### src/ils_shifter.sv
`timescale 1ns/100ps
`default_nettype none

// ****************************************************************
// shared constants and carriers
// ****************************************************************
package ils_pkg;
    localparam logic [1:0] MAJOR_ARITH    = 2'h2;
    localparam logic [1:0] MAJOR_UPPER    = 2'h0;
    localparam logic [2:0] MINOR_UPPER    = 3'h4;
    localparam logic [5:0] OP_AND         = 6'h01;
    localparam logic [5:0] OP_OR          = 6'h02;
    localparam logic [5:0] OP_XOR         = 6'h03;
    localparam logic [5:0] OP_ANDN        = 6'h05;
    localparam logic [5:0] OP_ORN         = 6'h06;
    localparam logic [5:0] OP_XNOR        = 6'h07;
    localparam logic [5:0] OP_SLL         = 6'h25;
    localparam logic [5:0] OP_SRL         = 6'h26;
    localparam logic [5:0] OP_SRA         = 6'h27;
    localparam int         CC_VARIANT_BIT = 4;
    localparam int         IMM_SEL_BIT    = 13;
    localparam int         DEST_MSB       = 29;
    localparam int         DEST_LSB       = 25;
    localparam int         OPSEL_MSB      = 24;
    localparam int         OPSEL_LSB      = 19;
    localparam int         SRC1_MSB       = 18;
    localparam int         SRC1_LSB       = 14;
    localparam int         SRC2_MSB       = 4;
    localparam int         SRC2_LSB       = 0;
    localparam int         SIMM_MSB       = 12;
    localparam int         UPPER_MSB      = 21;
    localparam int         MINOR_MSB      = 24;
    localparam int         MINOR_LSB      = 22;
    localparam int         LOW_CLEAR_BITS = 10;
    // register map, byte addresses
    localparam logic [3:0]  REG_CTRL       = 4'h0;
    localparam logic [3:0]  REG_ICC        = 4'h4;
    localparam logic [3:0]  REG_LAST       = 4'h8;
    localparam logic [3:0]  REG_COUNT      = 4'hC;
    localparam logic        CTRL_RESET     = 1'h1;
    localparam logic [3:0]  ICC_RESET      = 4'h0;
    localparam logic [31:0] LAST_RESET     = 32'h0000_0000;
    localparam logic [31:0] COUNT_RESET    = 32'h0000_0000;

    typedef enum logic [1:0] {
        SHIFT_LEFT  = 2'h0,
        SHIFT_RIGHT = 2'h1,
        SHIFT_ARITH = 2'h3
    } ils_shift_kind_t;

    typedef enum logic {
        BUS_IDLE = 1'h0,
        BUS_ACK  = 1'h1
    } ils_bus_state_t;

    typedef struct packed {
        logic        valid;
        logic [31:0] instr;
        logic [31:0] first_source_data;
        logic [31:0] second_source_data;
    } ils_issue_t;

    // condition codes in order negative, zero, overflow, carry
    typedef struct packed {
        logic        valid;
        logic        dest_write;
        logic [4:0]  dest_index;
        logic [31:0] dest_data;
        logic        icc_write;
        logic [3:0]  icc;
        logic        nop;
    } ils_result_t;
endpackage : ils_pkg

// ****************************************************************
// barrel shifter
// ****************************************************************
module ils_shifter (
    input  wire logic [31:0]            value_i,
    input  wire logic [4:0]             amount_i,
    input  wire ils_pkg::ils_shift_kind_t kind_i,
    output logic      [31:0]            shifted_o
);
    always_comb begin
        unique case (kind_i)
            ils_pkg::SHIFT_LEFT:  shifted_o = value_i << amount_i;
            ils_pkg::SHIFT_RIGHT: shifted_o = value_i >> amount_i;
            ils_pkg::SHIFT_ARITH: shifted_o = 32'($signed(value_i) >>> amount_i);
            default:              shifted_o = value_i;
        endcase
    end
endmodule : ils_shifter

`default_nettype wire

### src/ils_datapath.sv
// Chosen here: the Avalon-MM interface to the registers and the placing of the registers.
`timescale 1ns/100ps
`default_nettype none

module ils_datapath (
    input  wire logic                 sys_clk_i,
    input  wire logic                 arst_n_i,
    input  wire ils_pkg::ils_issue_t  issue_i,
    output logic                      issue_ready_o,
    output ils_pkg::ils_result_t      result_o,
    output logic      [3:0]           icc_o,
    input  wire logic [3:0]           avs_address_i,
    input  wire logic                 avs_read_i,
    input  wire logic                 avs_write_i,
    input  wire logic [31:0]          avs_writedata_i,
    input  wire logic [3:0]           avs_byteenable_i,
    output logic      [31:0]          avs_readdata_o,
    output logic                      avs_waitrequest_o
);

    // ****************************************************************
    // state
    // ****************************************************************
    typedef struct packed {
        ils_pkg::ils_result_t   result;
        logic [3:0]             icc;
        logic                   enable;
        logic [31:0]            last;
        logic [31:0]            count;
        ils_pkg::ils_bus_state_t bus;
        logic [31:0]            readdata;
    } ils_state_t;

    ils_state_t state_q;
    ils_state_t state_d;

    // ****************************************************************
    // helpers
    // ****************************************************************
    function automatic logic [31:0] ils_sign_ext(input logic [31:0] instr);
        ils_sign_ext = {{19{instr[ils_pkg::SIMM_MSB]}}, instr[ils_pkg::SIMM_MSB:0]};
    endfunction : ils_sign_ext

    function automatic logic [31:0] ils_merge(input logic [31:0] old_val,
                                              input logic [31:0] new_val,
                                              input logic [3:0]  lanes);
        logic [31:0] merged;
        merged = old_val;
        for (int b = 0; b < 4; b++) begin
            if (lanes[b]) begin
                merged[b*8 +: 8] = new_val[b*8 +: 8];
            end
        end
        ils_merge = merged;
    endfunction : ils_merge

    // ****************************************************************
    // field extraction
    // ****************************************************************
    logic [31:0]              instr;
    logic [1:0]               major;
    logic [2:0]               minor_opcode_field;
    logic [5:0]               operation_select_field;
    logic [5:0]               base_op;
    logic                     imm_sel;
    logic [4:0]               dest_index;
    logic [4:0]               first_source_index;
    logic [4:0]               second_source_index;
    logic [31:0]              signed_short_immediate;
    logic [21:0]              upper_immediate_field;
    logic [31:0]              operand_b;
    logic [4:0]               shift_amount;
    logic [31:0]              shifted;
    ils_pkg::ils_shift_kind_t shift_kind;

    assign instr                  = issue_i.instr;
    assign major                  = instr[31:30];
    assign minor_opcode_field     = instr[ils_pkg::MINOR_MSB:ils_pkg::MINOR_LSB];
    assign operation_select_field = instr[ils_pkg::OPSEL_MSB:ils_pkg::OPSEL_LSB];
    assign dest_index             = instr[ils_pkg::DEST_MSB:ils_pkg::DEST_LSB];
    assign first_source_index     = instr[ils_pkg::SRC1_MSB:ils_pkg::SRC1_LSB];
    assign second_source_index    = instr[ils_pkg::SRC2_MSB:ils_pkg::SRC2_LSB];
    assign imm_sel                = instr[ils_pkg::IMM_SEL_BIT];
    assign signed_short_immediate = ils_sign_ext(instr);
    assign upper_immediate_field  = instr[ils_pkg::UPPER_MSB:0];
    // clearing the cc bit lets one compare serve both variants
    assign base_op                = operation_select_field & ~6'h10;

    // register indices are resolved by the register file before issue
    assign operand_b    = imm_sel ? signed_short_immediate : issue_i.second_source_data;
    // only the low five bits count; bits 5..12 of an immediate shift are trusted zero
    assign shift_amount = imm_sel ? second_source_index : issue_i.second_source_data[4:0];

    always_comb begin
        unique case (operation_select_field)
            ils_pkg::OP_SLL: shift_kind = ils_pkg::SHIFT_LEFT;
            ils_pkg::OP_SRL: shift_kind = ils_pkg::SHIFT_RIGHT;
            default:         shift_kind = ils_pkg::SHIFT_ARITH;
        endcase
    end

    // a zero amount shifts by nothing, so the first operand comes through as is
    ils_shifter u_shifter (
        .value_i   (issue_i.first_source_data),
        .amount_i  (shift_amount),
        .kind_i    (shift_kind),
        .shifted_o (shifted)
    );

    // ****************************************************************
    // execute
    // ****************************************************************
    logic        is_logic;
    logic        is_shift;
    logic        is_upper;
    logic        is_cc;
    logic [31:0] logic_res;
    logic [31:0] exec_res;

    always_comb begin
        is_logic  = 1'b0;
        logic_res = 32'h0000_0000;
        unique case (base_op)
            ils_pkg::OP_AND: begin
                is_logic  = 1'b1;
                logic_res = issue_i.first_source_data & operand_b;
            end
            ils_pkg::OP_OR: begin
                is_logic  = 1'b1;
                logic_res = issue_i.first_source_data | operand_b;
            end
            ils_pkg::OP_XOR: begin
                is_logic  = 1'b1;
                logic_res = issue_i.first_source_data ^ operand_b;
            end
            ils_pkg::OP_ANDN: begin
                is_logic  = 1'b1;
                logic_res = issue_i.first_source_data & ~operand_b;
            end
            ils_pkg::OP_ORN: begin
                is_logic  = 1'b1;
                logic_res = issue_i.first_source_data | ~operand_b;
            end
            ils_pkg::OP_XNOR: begin
                is_logic  = 1'b1;
                logic_res = ~(issue_i.first_source_data ^ operand_b);
            end
            default: begin
                is_logic  = 1'b0;
                logic_res = 32'h0000_0000;
            end
        endcase
    end

    assign is_shift = (major == ils_pkg::MAJOR_ARITH) &&
                      (operation_select_field == ils_pkg::OP_SLL ||
                       operation_select_field == ils_pkg::OP_SRL ||
                       operation_select_field == ils_pkg::OP_SRA);
    assign is_upper = (major == ils_pkg::MAJOR_UPPER) &&
                      (minor_opcode_field == ils_pkg::MINOR_UPPER);
    assign is_cc    = operation_select_field[ils_pkg::CC_VARIANT_BIT];
    assign exec_res = is_upper ? {upper_immediate_field, {ils_pkg::LOW_CLEAR_BITS{1'b0}}}
                    : is_shift ? shifted
                    : logic_res;

    // ****************************************************************
    // next state
    // ****************************************************************
    logic issue_take;
    logic logic_take;
    logic bus_req;
    logic bus_done;

    assign issue_take = issue_i.valid && state_q.enable;
    assign logic_take = issue_take && is_logic && (major == ils_pkg::MAJOR_ARITH);
    assign bus_req    = avs_read_i || avs_write_i;
    assign bus_done   = bus_req && (state_q.bus == ils_pkg::BUS_ACK);

    always_comb begin
        state_d        = state_q;
        state_d.result = '0;
        // software writes first so an instruction in the same cycle wins
        if (bus_done && avs_write_i) begin
            unique case (avs_address_i)
                ils_pkg::REG_CTRL: begin
                    if (avs_byteenable_i[0]) begin
                        state_d.enable = avs_writedata_i[0];
                    end
                end
                ils_pkg::REG_ICC: begin
                    if (avs_byteenable_i[0]) begin
                        state_d.icc = avs_writedata_i[3:0];
                    end
                end
                ils_pkg::REG_COUNT: state_d.count = ils_merge(state_q.count, avs_writedata_i, avs_byteenable_i);
                default:            state_d.count = state_q.count;
            endcase
        end
        // no trap path exists: unknown encodings simply write nothing
        if (issue_take && (logic_take || is_shift || is_upper)) begin
            state_d.result.valid      = 1'b1;
            state_d.result.dest_index = dest_index;
            state_d.result.dest_data  = exec_res;
            state_d.result.nop        = is_upper && (dest_index == 5'h00) &&
                                        (upper_immediate_field == 22'h00_0000);
            state_d.result.dest_write = !state_d.result.nop;
            state_d.last              = exec_res;
            state_d.count             = state_q.count + 32'h0000_0001;
            if (logic_take && is_cc) begin
                state_d.result.icc_write = 1'b1;
                state_d.icc = {exec_res[31], exec_res == 32'h0000_0000, 2'h0};
            end
            state_d.result.icc = state_d.icc;
        end else begin
            state_d.result.icc = state_q.icc;
        end
        // bus answers one cycle after the request, then releases
        state_d.bus      = (bus_req && state_q.bus == ils_pkg::BUS_IDLE) ? ils_pkg::BUS_ACK : ils_pkg::BUS_IDLE;
        state_d.readdata = 32'h0000_0000;
        if (bus_req && avs_read_i && state_q.bus == ils_pkg::BUS_IDLE) begin
            unique case (avs_address_i)
                ils_pkg::REG_CTRL:  state_d.readdata = {31'h0000_0000, state_q.enable};
                ils_pkg::REG_ICC:   state_d.readdata = {28'h000_0000, state_q.icc};
                ils_pkg::REG_LAST:  state_d.readdata = state_q.last;
                ils_pkg::REG_COUNT: state_d.readdata = state_q.count;
                default:            state_d.readdata = 32'h0000_0000;
            endcase
        end else if (state_q.bus == ils_pkg::BUS_ACK) begin
            state_d.readdata = state_q.readdata;
        end
    end

    always_ff @(posedge sys_clk_i or negedge arst_n_i) begin
        if (!arst_n_i) begin
            state_q          <= '0;
            state_q.enable   <= ils_pkg::CTRL_RESET;
            state_q.icc      <= ils_pkg::ICC_RESET;
            state_q.last     <= ils_pkg::LAST_RESET;
            state_q.count    <= ils_pkg::COUNT_RESET;
            state_q.bus      <= ils_pkg::BUS_IDLE;
        end else begin
            state_q <= state_d;
        end
    end

    // ****************************************************************
    // outputs
    // ****************************************************************
    // the datapath never stalls; ready simply mirrors the enable bit
    assign issue_ready_o     = state_q.enable;
    assign result_o          = state_q.result;
    assign icc_o             = state_q.icc;
    assign avs_readdata_o    = state_q.readdata;
    assign avs_waitrequest_o = (state_q.bus == ils_pkg::BUS_IDLE);

endmodule : ils_datapath

`default_nettype wire

### config.mk
export PLATFORM = sky130hd
export DESIGN_NAME = ils_datapath
export DESIGN_NICKNAME = d
export VERILOG_FILES = /design/src/ils_shifter.sv /design/src/ils_datapath.sv
export SDC_FILE = /design/constraint.sdc
export NUM_CORES = 1
export LEC_CHECK = 0
export BUFFER_PORTS_ARGS = -buffer_cell sky130_fd_sc_hd__buf_2
export CORE_MARGIN = 2
export CORE_UTILIZATION = 44
export DETAILED_ROUTE_END_ITERATION = 12
export PLACE_DENSITY = 0.66
export SYNTH_ARGS = -nofsm -noshare
export SYNTH_HDL_FRONTEND = slang
export SYNTH_SLANG_ARGS = --single-unit
### constraint.sdc
create_clock -name sys_clk_i -period 5.21 [get_ports sys_clk_i]
set_input_delay 0.521 -clock sys_clk_i [delete_from_list [all_inputs] [get_ports sys_clk_i]]
set_output_delay 0.521 -clock sys_clk_i [all_outputs]
set_load 0.01 [all_outputs]
======== After elaboration in Yosys (flattened, before gate mapping) ========
Cells that the tools add are included.
storage, ports and cells
  register bits after elaboration ......... 147
  input bits .............................. 141
  output and inout port bits .............. 83
  logic and storage cells ................. 112
operators by class
  add/subtract/negate cells ............... 1
  equal/unequal tests ..................... 17
  shifts and indexed selects .............. 3
  muxes and demuxes ....................... 29
  bitwise operators ....................... 8
  reduce and logical (&&, ||, !) cells .... 38
operator list
  operator                                                         count
  32-bit 2-to-1 mux                                                8
  32-bit one-hot mux with 6 select lines                           1
  32-bit one-hot mux with 4 select lines                           1
  32-bit one-hot mux with 3 select lines                           1
  32-bit AND                                                       2
  32-bit inverter                                                  2
  32-bit OR                                                        2
  40-bit 2-to-1 mux                                                1
  32-bit by 1-bit adder with 32-bit output, second input constant  1
  32-bit logical NOT                                               1
  8-bit 2-to-1 mux                                                 4
  32-bit by 5-bit left shift with 32-bit output                    1
  32-bit by 5-bit right shift with 32-bit output                   1
  32-bit by 5-bit >>> shifter with 32-bit output                   1
  32-bit bitwise XOR                                               1
  22-bit logical NOT                                               1
  6-bit == test, second input constant                             3
  4-bit 2-to-1 mux                                                 4
  5-bit by 3-bit == test with 1-bit output, second input constant  3
  5-bit 2-to-1 mux                                                 3
  3-bit AND reduction                                              5
  1-bit logical AND                                                14
  2-bit nonzero test                                               6
  5-bit by 2-bit == test with 1-bit output, second input constant  2
  other kinds (16)                                                 27

======== Longest topological paths before layout ========
  depth after elaboration ................. 10
  depth in mapped cells ................... 15
  mapped depth without buffers ............ 12

======== Cells and area by module ========
A second synthesis with hierarchy kept.
unflattened totals
  cell total of the unflattened synthesis .. 1573
  area, all modules ....................... 13774.5 um^2
modules (own cells, without submodules)
  module        instances  cells an instance  area an instance (um^2)  seq. area each (um^2)
  ils_datapath  1          1035               9429.0                   3679.8
  ils_shifter   1          538                4345.4                   0.0

======== Worst setup path after synthesis ========
No wires, ideal clock.
  path type ............................... input-to-reg
  start point ............................. input port issue_i[77] in the netlist's numbering
  end point ............................... register state_q, in the netlist result_o[3]
  setup time .............................. 90 ps
  data arrival time ....................... 3410 ps
  data required time ...................... 5120 ps
  path slack .............................. 1710 ps
  stages .................................. 15
  buffers on the path ..................... 3
  path through ............................ mux2_4 -> buf_6 -> inv_8 -> buf_2 -> buf_2 -> ha_1 -> nor2_1 -> a21oi_1 -> a21o_1 -> a2111oi_0 -> a32oi_1 -> nor4b_1 -> nand4_1 -> or4_4 -> o31ai_4
RTL lines
  what                  RTL line             RTL
  from (decl)           ils_datapath.sv:8    input wire ils_pkg::ils_issue_t issue_i,
  to (signal assigned)  ils_datapath.sv:242  state_q <= state_d;
  to (decl)             ils_datapath.sv:34   ils_state_t state_q;

==> run metrics <==
drt wl/cell=between 30 and 40 microns; average size of a mapped cell=8.31 sq um; max-capacitance violation count=0; flops & latches, synth=147; CP delay by family, top=compound AO/OA/AOI/OAI gates; synth warn=0; Final Max Tran Viols=0; Final Core Density=50.4%; # hold bufs at CTS=0; Initial Utilization=between 40% and 50%; Peak VDD IR=0.205 mV; Synth area leader=dfrtp_1; wire length of the first global-routing pass=between 90000 and 100000 microns; Seq/Total Area, Yosys=between 20% and 30%; Die Span Y=between 150 and 200 microns; Residual DRC=0; global route overflow=0; CP endpoint kind=flop; vias in the first global route=approximately 14000; CP required=between 5 and 6 ns; total CTS buffers=17; WL final=between 60000 and 70000 microns; worst-margin pin slew=1.28 ns; predominant post-synthesis flop cell=dfrtp_1; post-detail-place hpwl=around 53000 microns; Finished Cell Area=14900 sq um; vias post-DR=between 10000 and 15000; total setup buffers inserted after CTS=0; total core area=between 20000 and 30000 sq um; unrepaired setup endpoints after global routing=no; share of the synthesized area in the top cell type=27.8%; syn_nets=about 1700; status=finished clean; Die Span X=approximately 180 microns; layout cells sized above 1=25.1%; Final GP Congestion=approximately 1.1; Max Clock Skew=around 0.016 ns; ys async rst share=between 90% and 100%; largest stage delay on the critical path=0.57 ns; worst-path cell chain=buf_2 -> mux2_4 -> inv_8 -> mux2i_1 -> a22o_1 -> o21ai_0 -> a2111oi_1 -> a21oi_1 -> nor4b_1 -> buf_4 -> nand4_1 -> or4_4 -> o31ai_4; Bufs on Longest Clock Path=2; relative slew slack=14.3%; io pins=approximately 220; Tmin final=about 4.3 ns; Hold Violations, Final=0; All-Layer GR Usage=a little over two fifths; WP depth=13; Worst Hold Class=in -> async; R2R depth=9; Area after DPL=between 10000 and 15000 sq um; die area=31300 sq um; TNS Setup=0 ns; Leak Pwr=6.91 nW; final-stage net count=roughly 1800; fin crit share=between 80% and 90%; number of distinct library cells after synthesis=90; clock latency on the worst-skew pair=about 0.43 ns; EDFF count, synth=0; # port buffers=around 220; vias per std cell=approximately 7.0; final setup fails=0; Max H-tree Level=4; critical path's slowest cell=or4_4; largest net degree at the start of global routing=116; Fmax achieved=~0.23 GHz; CP bufs+invs=3; Layout area overhead=13.4%; Worst EP arrival=~4.7 ns; Sink Count=between 100 and 150; critical path type=in -> reg; # rows=63; root buffer cell=clkbuf_16; crit path launch type=input pin; n_diodes=0; ranking of synthesized cells by area=dfrtp_1 28%, mux2i_1 6.8%, buf_4 5.1%, nand2_1 4.3%, mux4_2 4.3%; clk slew on worst S/H paths=around 0.070 ns; post-route antenna net violation count=0; antenna violations before repair=1; Max FO, Critical Path=44; post-synthesis cell count=~1600; synthesized area=13100 sq um; CTS-repair resized insts=0; Starting DRT DRC Count=about 2000; CTS tree=yes; first-pass iteration count of the detailed router=6; PD cells=roughly 250 nW/um^2
## per-stage QoR
step / std cells / hold WS, ns / setup WS, ns / total power, mW
5_1_grt: 2105 / 0.293 / 0.703 / 3.90
3_3_place_gp: 2073 / 0.460 / 0.456 / 2.54
6_report: 2105 / 0.233 / 0.872 / 3.79
4_1_cts: 2105 / 0.277 / 1.02 / 3.74
3_5_place_dp: 2073 / 0.466 / 0.597 / 2.53
2_1_floorplan: 1581 / 0.225 / 1.71 / 2.04
## layer usage
| metal | GRT usage (%) | routed length, microns |
|---|---|---|
| met1 | 55.3 | 26200 |
| met2 | 66.6 | 29700 |
| met3 | 10.6 | 7540 |
| met4 | 28.3 | 5500 |
| met5 | 0 | 0 |
## where the power goes
group | switching (mW) | internal, mW | total [mW]
combinational | 0.806 | 0.442 | 1.25
clock | 0.496 | 0.711 | 1.21
sequential | 0.112 | 1.22 | 1.34
total | 1.41 | 2.38 | 3.79
## worst paths after layout
kind / to / slack [ns] / startpoint
worst max-delay path: result_o[3]$_DFF_PN0_ / 0.87 / issue_i[77]
worst min-delay path: state_q[40]$_DFFE_PN0P_ / 0.23 / arst_n_i
worst max register to register: state_q[47]$_DFFE_PN0P_ / 2.24 / issue_ready_o$_DFFE_PN1P_
worst min register to register: state_q[86]$_DFFE_PN0P_ / 0.48 / state_q[86]$_DFFE_PN0P_
max in group asynchronous: state_q[89]$_DFFE_PN0P_ / 3.91 / arst_n_i
min in group sys_clk_i: state_q[61]$_DFFE_PN0P_ / 0.32 / avs_writedata_i[28]
## placed cells by master (no fill, tap or decap), drive strengths merged, types with 9 or more instances in the layout
master   count
o21ai      103
o211ai      16
nand2      151
a221oi      20
clkbuf      18
a31oi       22
inv         19
a22o        24
a32o        11
and3        20
xor2         9
a21o        46
buf        328
a2111oi     11
and2        28
a311oi      15
a221o        9
a21oi       66
mux4        25
dfrtp      146
xnor2       26
nor4        14
mux2i       92
nand4       11
a32oi       10
nor3        50
nor2       125
a211oi      32
a22oi       44
clkinv       9
nand3       60
mux2        23
o22ai       22
## layout make-up
type	instances	area [sq um]
timing repair buffer	328	1920
sequential	147	3680
tap	390	488
clock inverter	14	155
fill	2873	14700
multi-input combinational	1191	8160
inverter	17	71.3
clock buffer	18	429
## synthesized netlist by cell type (all sizes together), types with 7 or more instances
cell type and n:
nand2 151, dfrtp 146, nor2 125, buf 124
o21ai 103, clkbuf 102, mux2i 92, a21oi 66
nand3 60, nor3 50, a21o 46, a22oi 44
a211oi 32, and2 28, xnor2 26, mux4 25
a22o 24, mux2 23, a31oi 22, o22ai 22
a221oi 20, and3 20, inv 16, o211ai 16
a311oi 15, nor4 14, a2111oi 11, a32o 11
nand4 11, a32oi 10, a221o 9, xor2 9
o2bb2ai 8, o31ai 8, nor2b 7, o32ai 7
## flip-flops by register name, indices dropped and copies added (netlist names)
register and count:
avs_readdata_o 32, icc_o 4, state_q 65, result_o 45, issue_ready_o 1
## kinds of logic (layout without fill, tap and decap cells)
group	after synthesis	count (layout)	share of synthesized area, %
compound gates	524	524	28.5
xor+xnor	35	35	2.33
fa+ha+maj	2	2	0.190
buf+inv	243	377	10.1
flops	147	147	28.0
mux	140	140	13.5
simple gates	490	490	17.4
No activity file was read; power rests on OpenSTA's default activity.
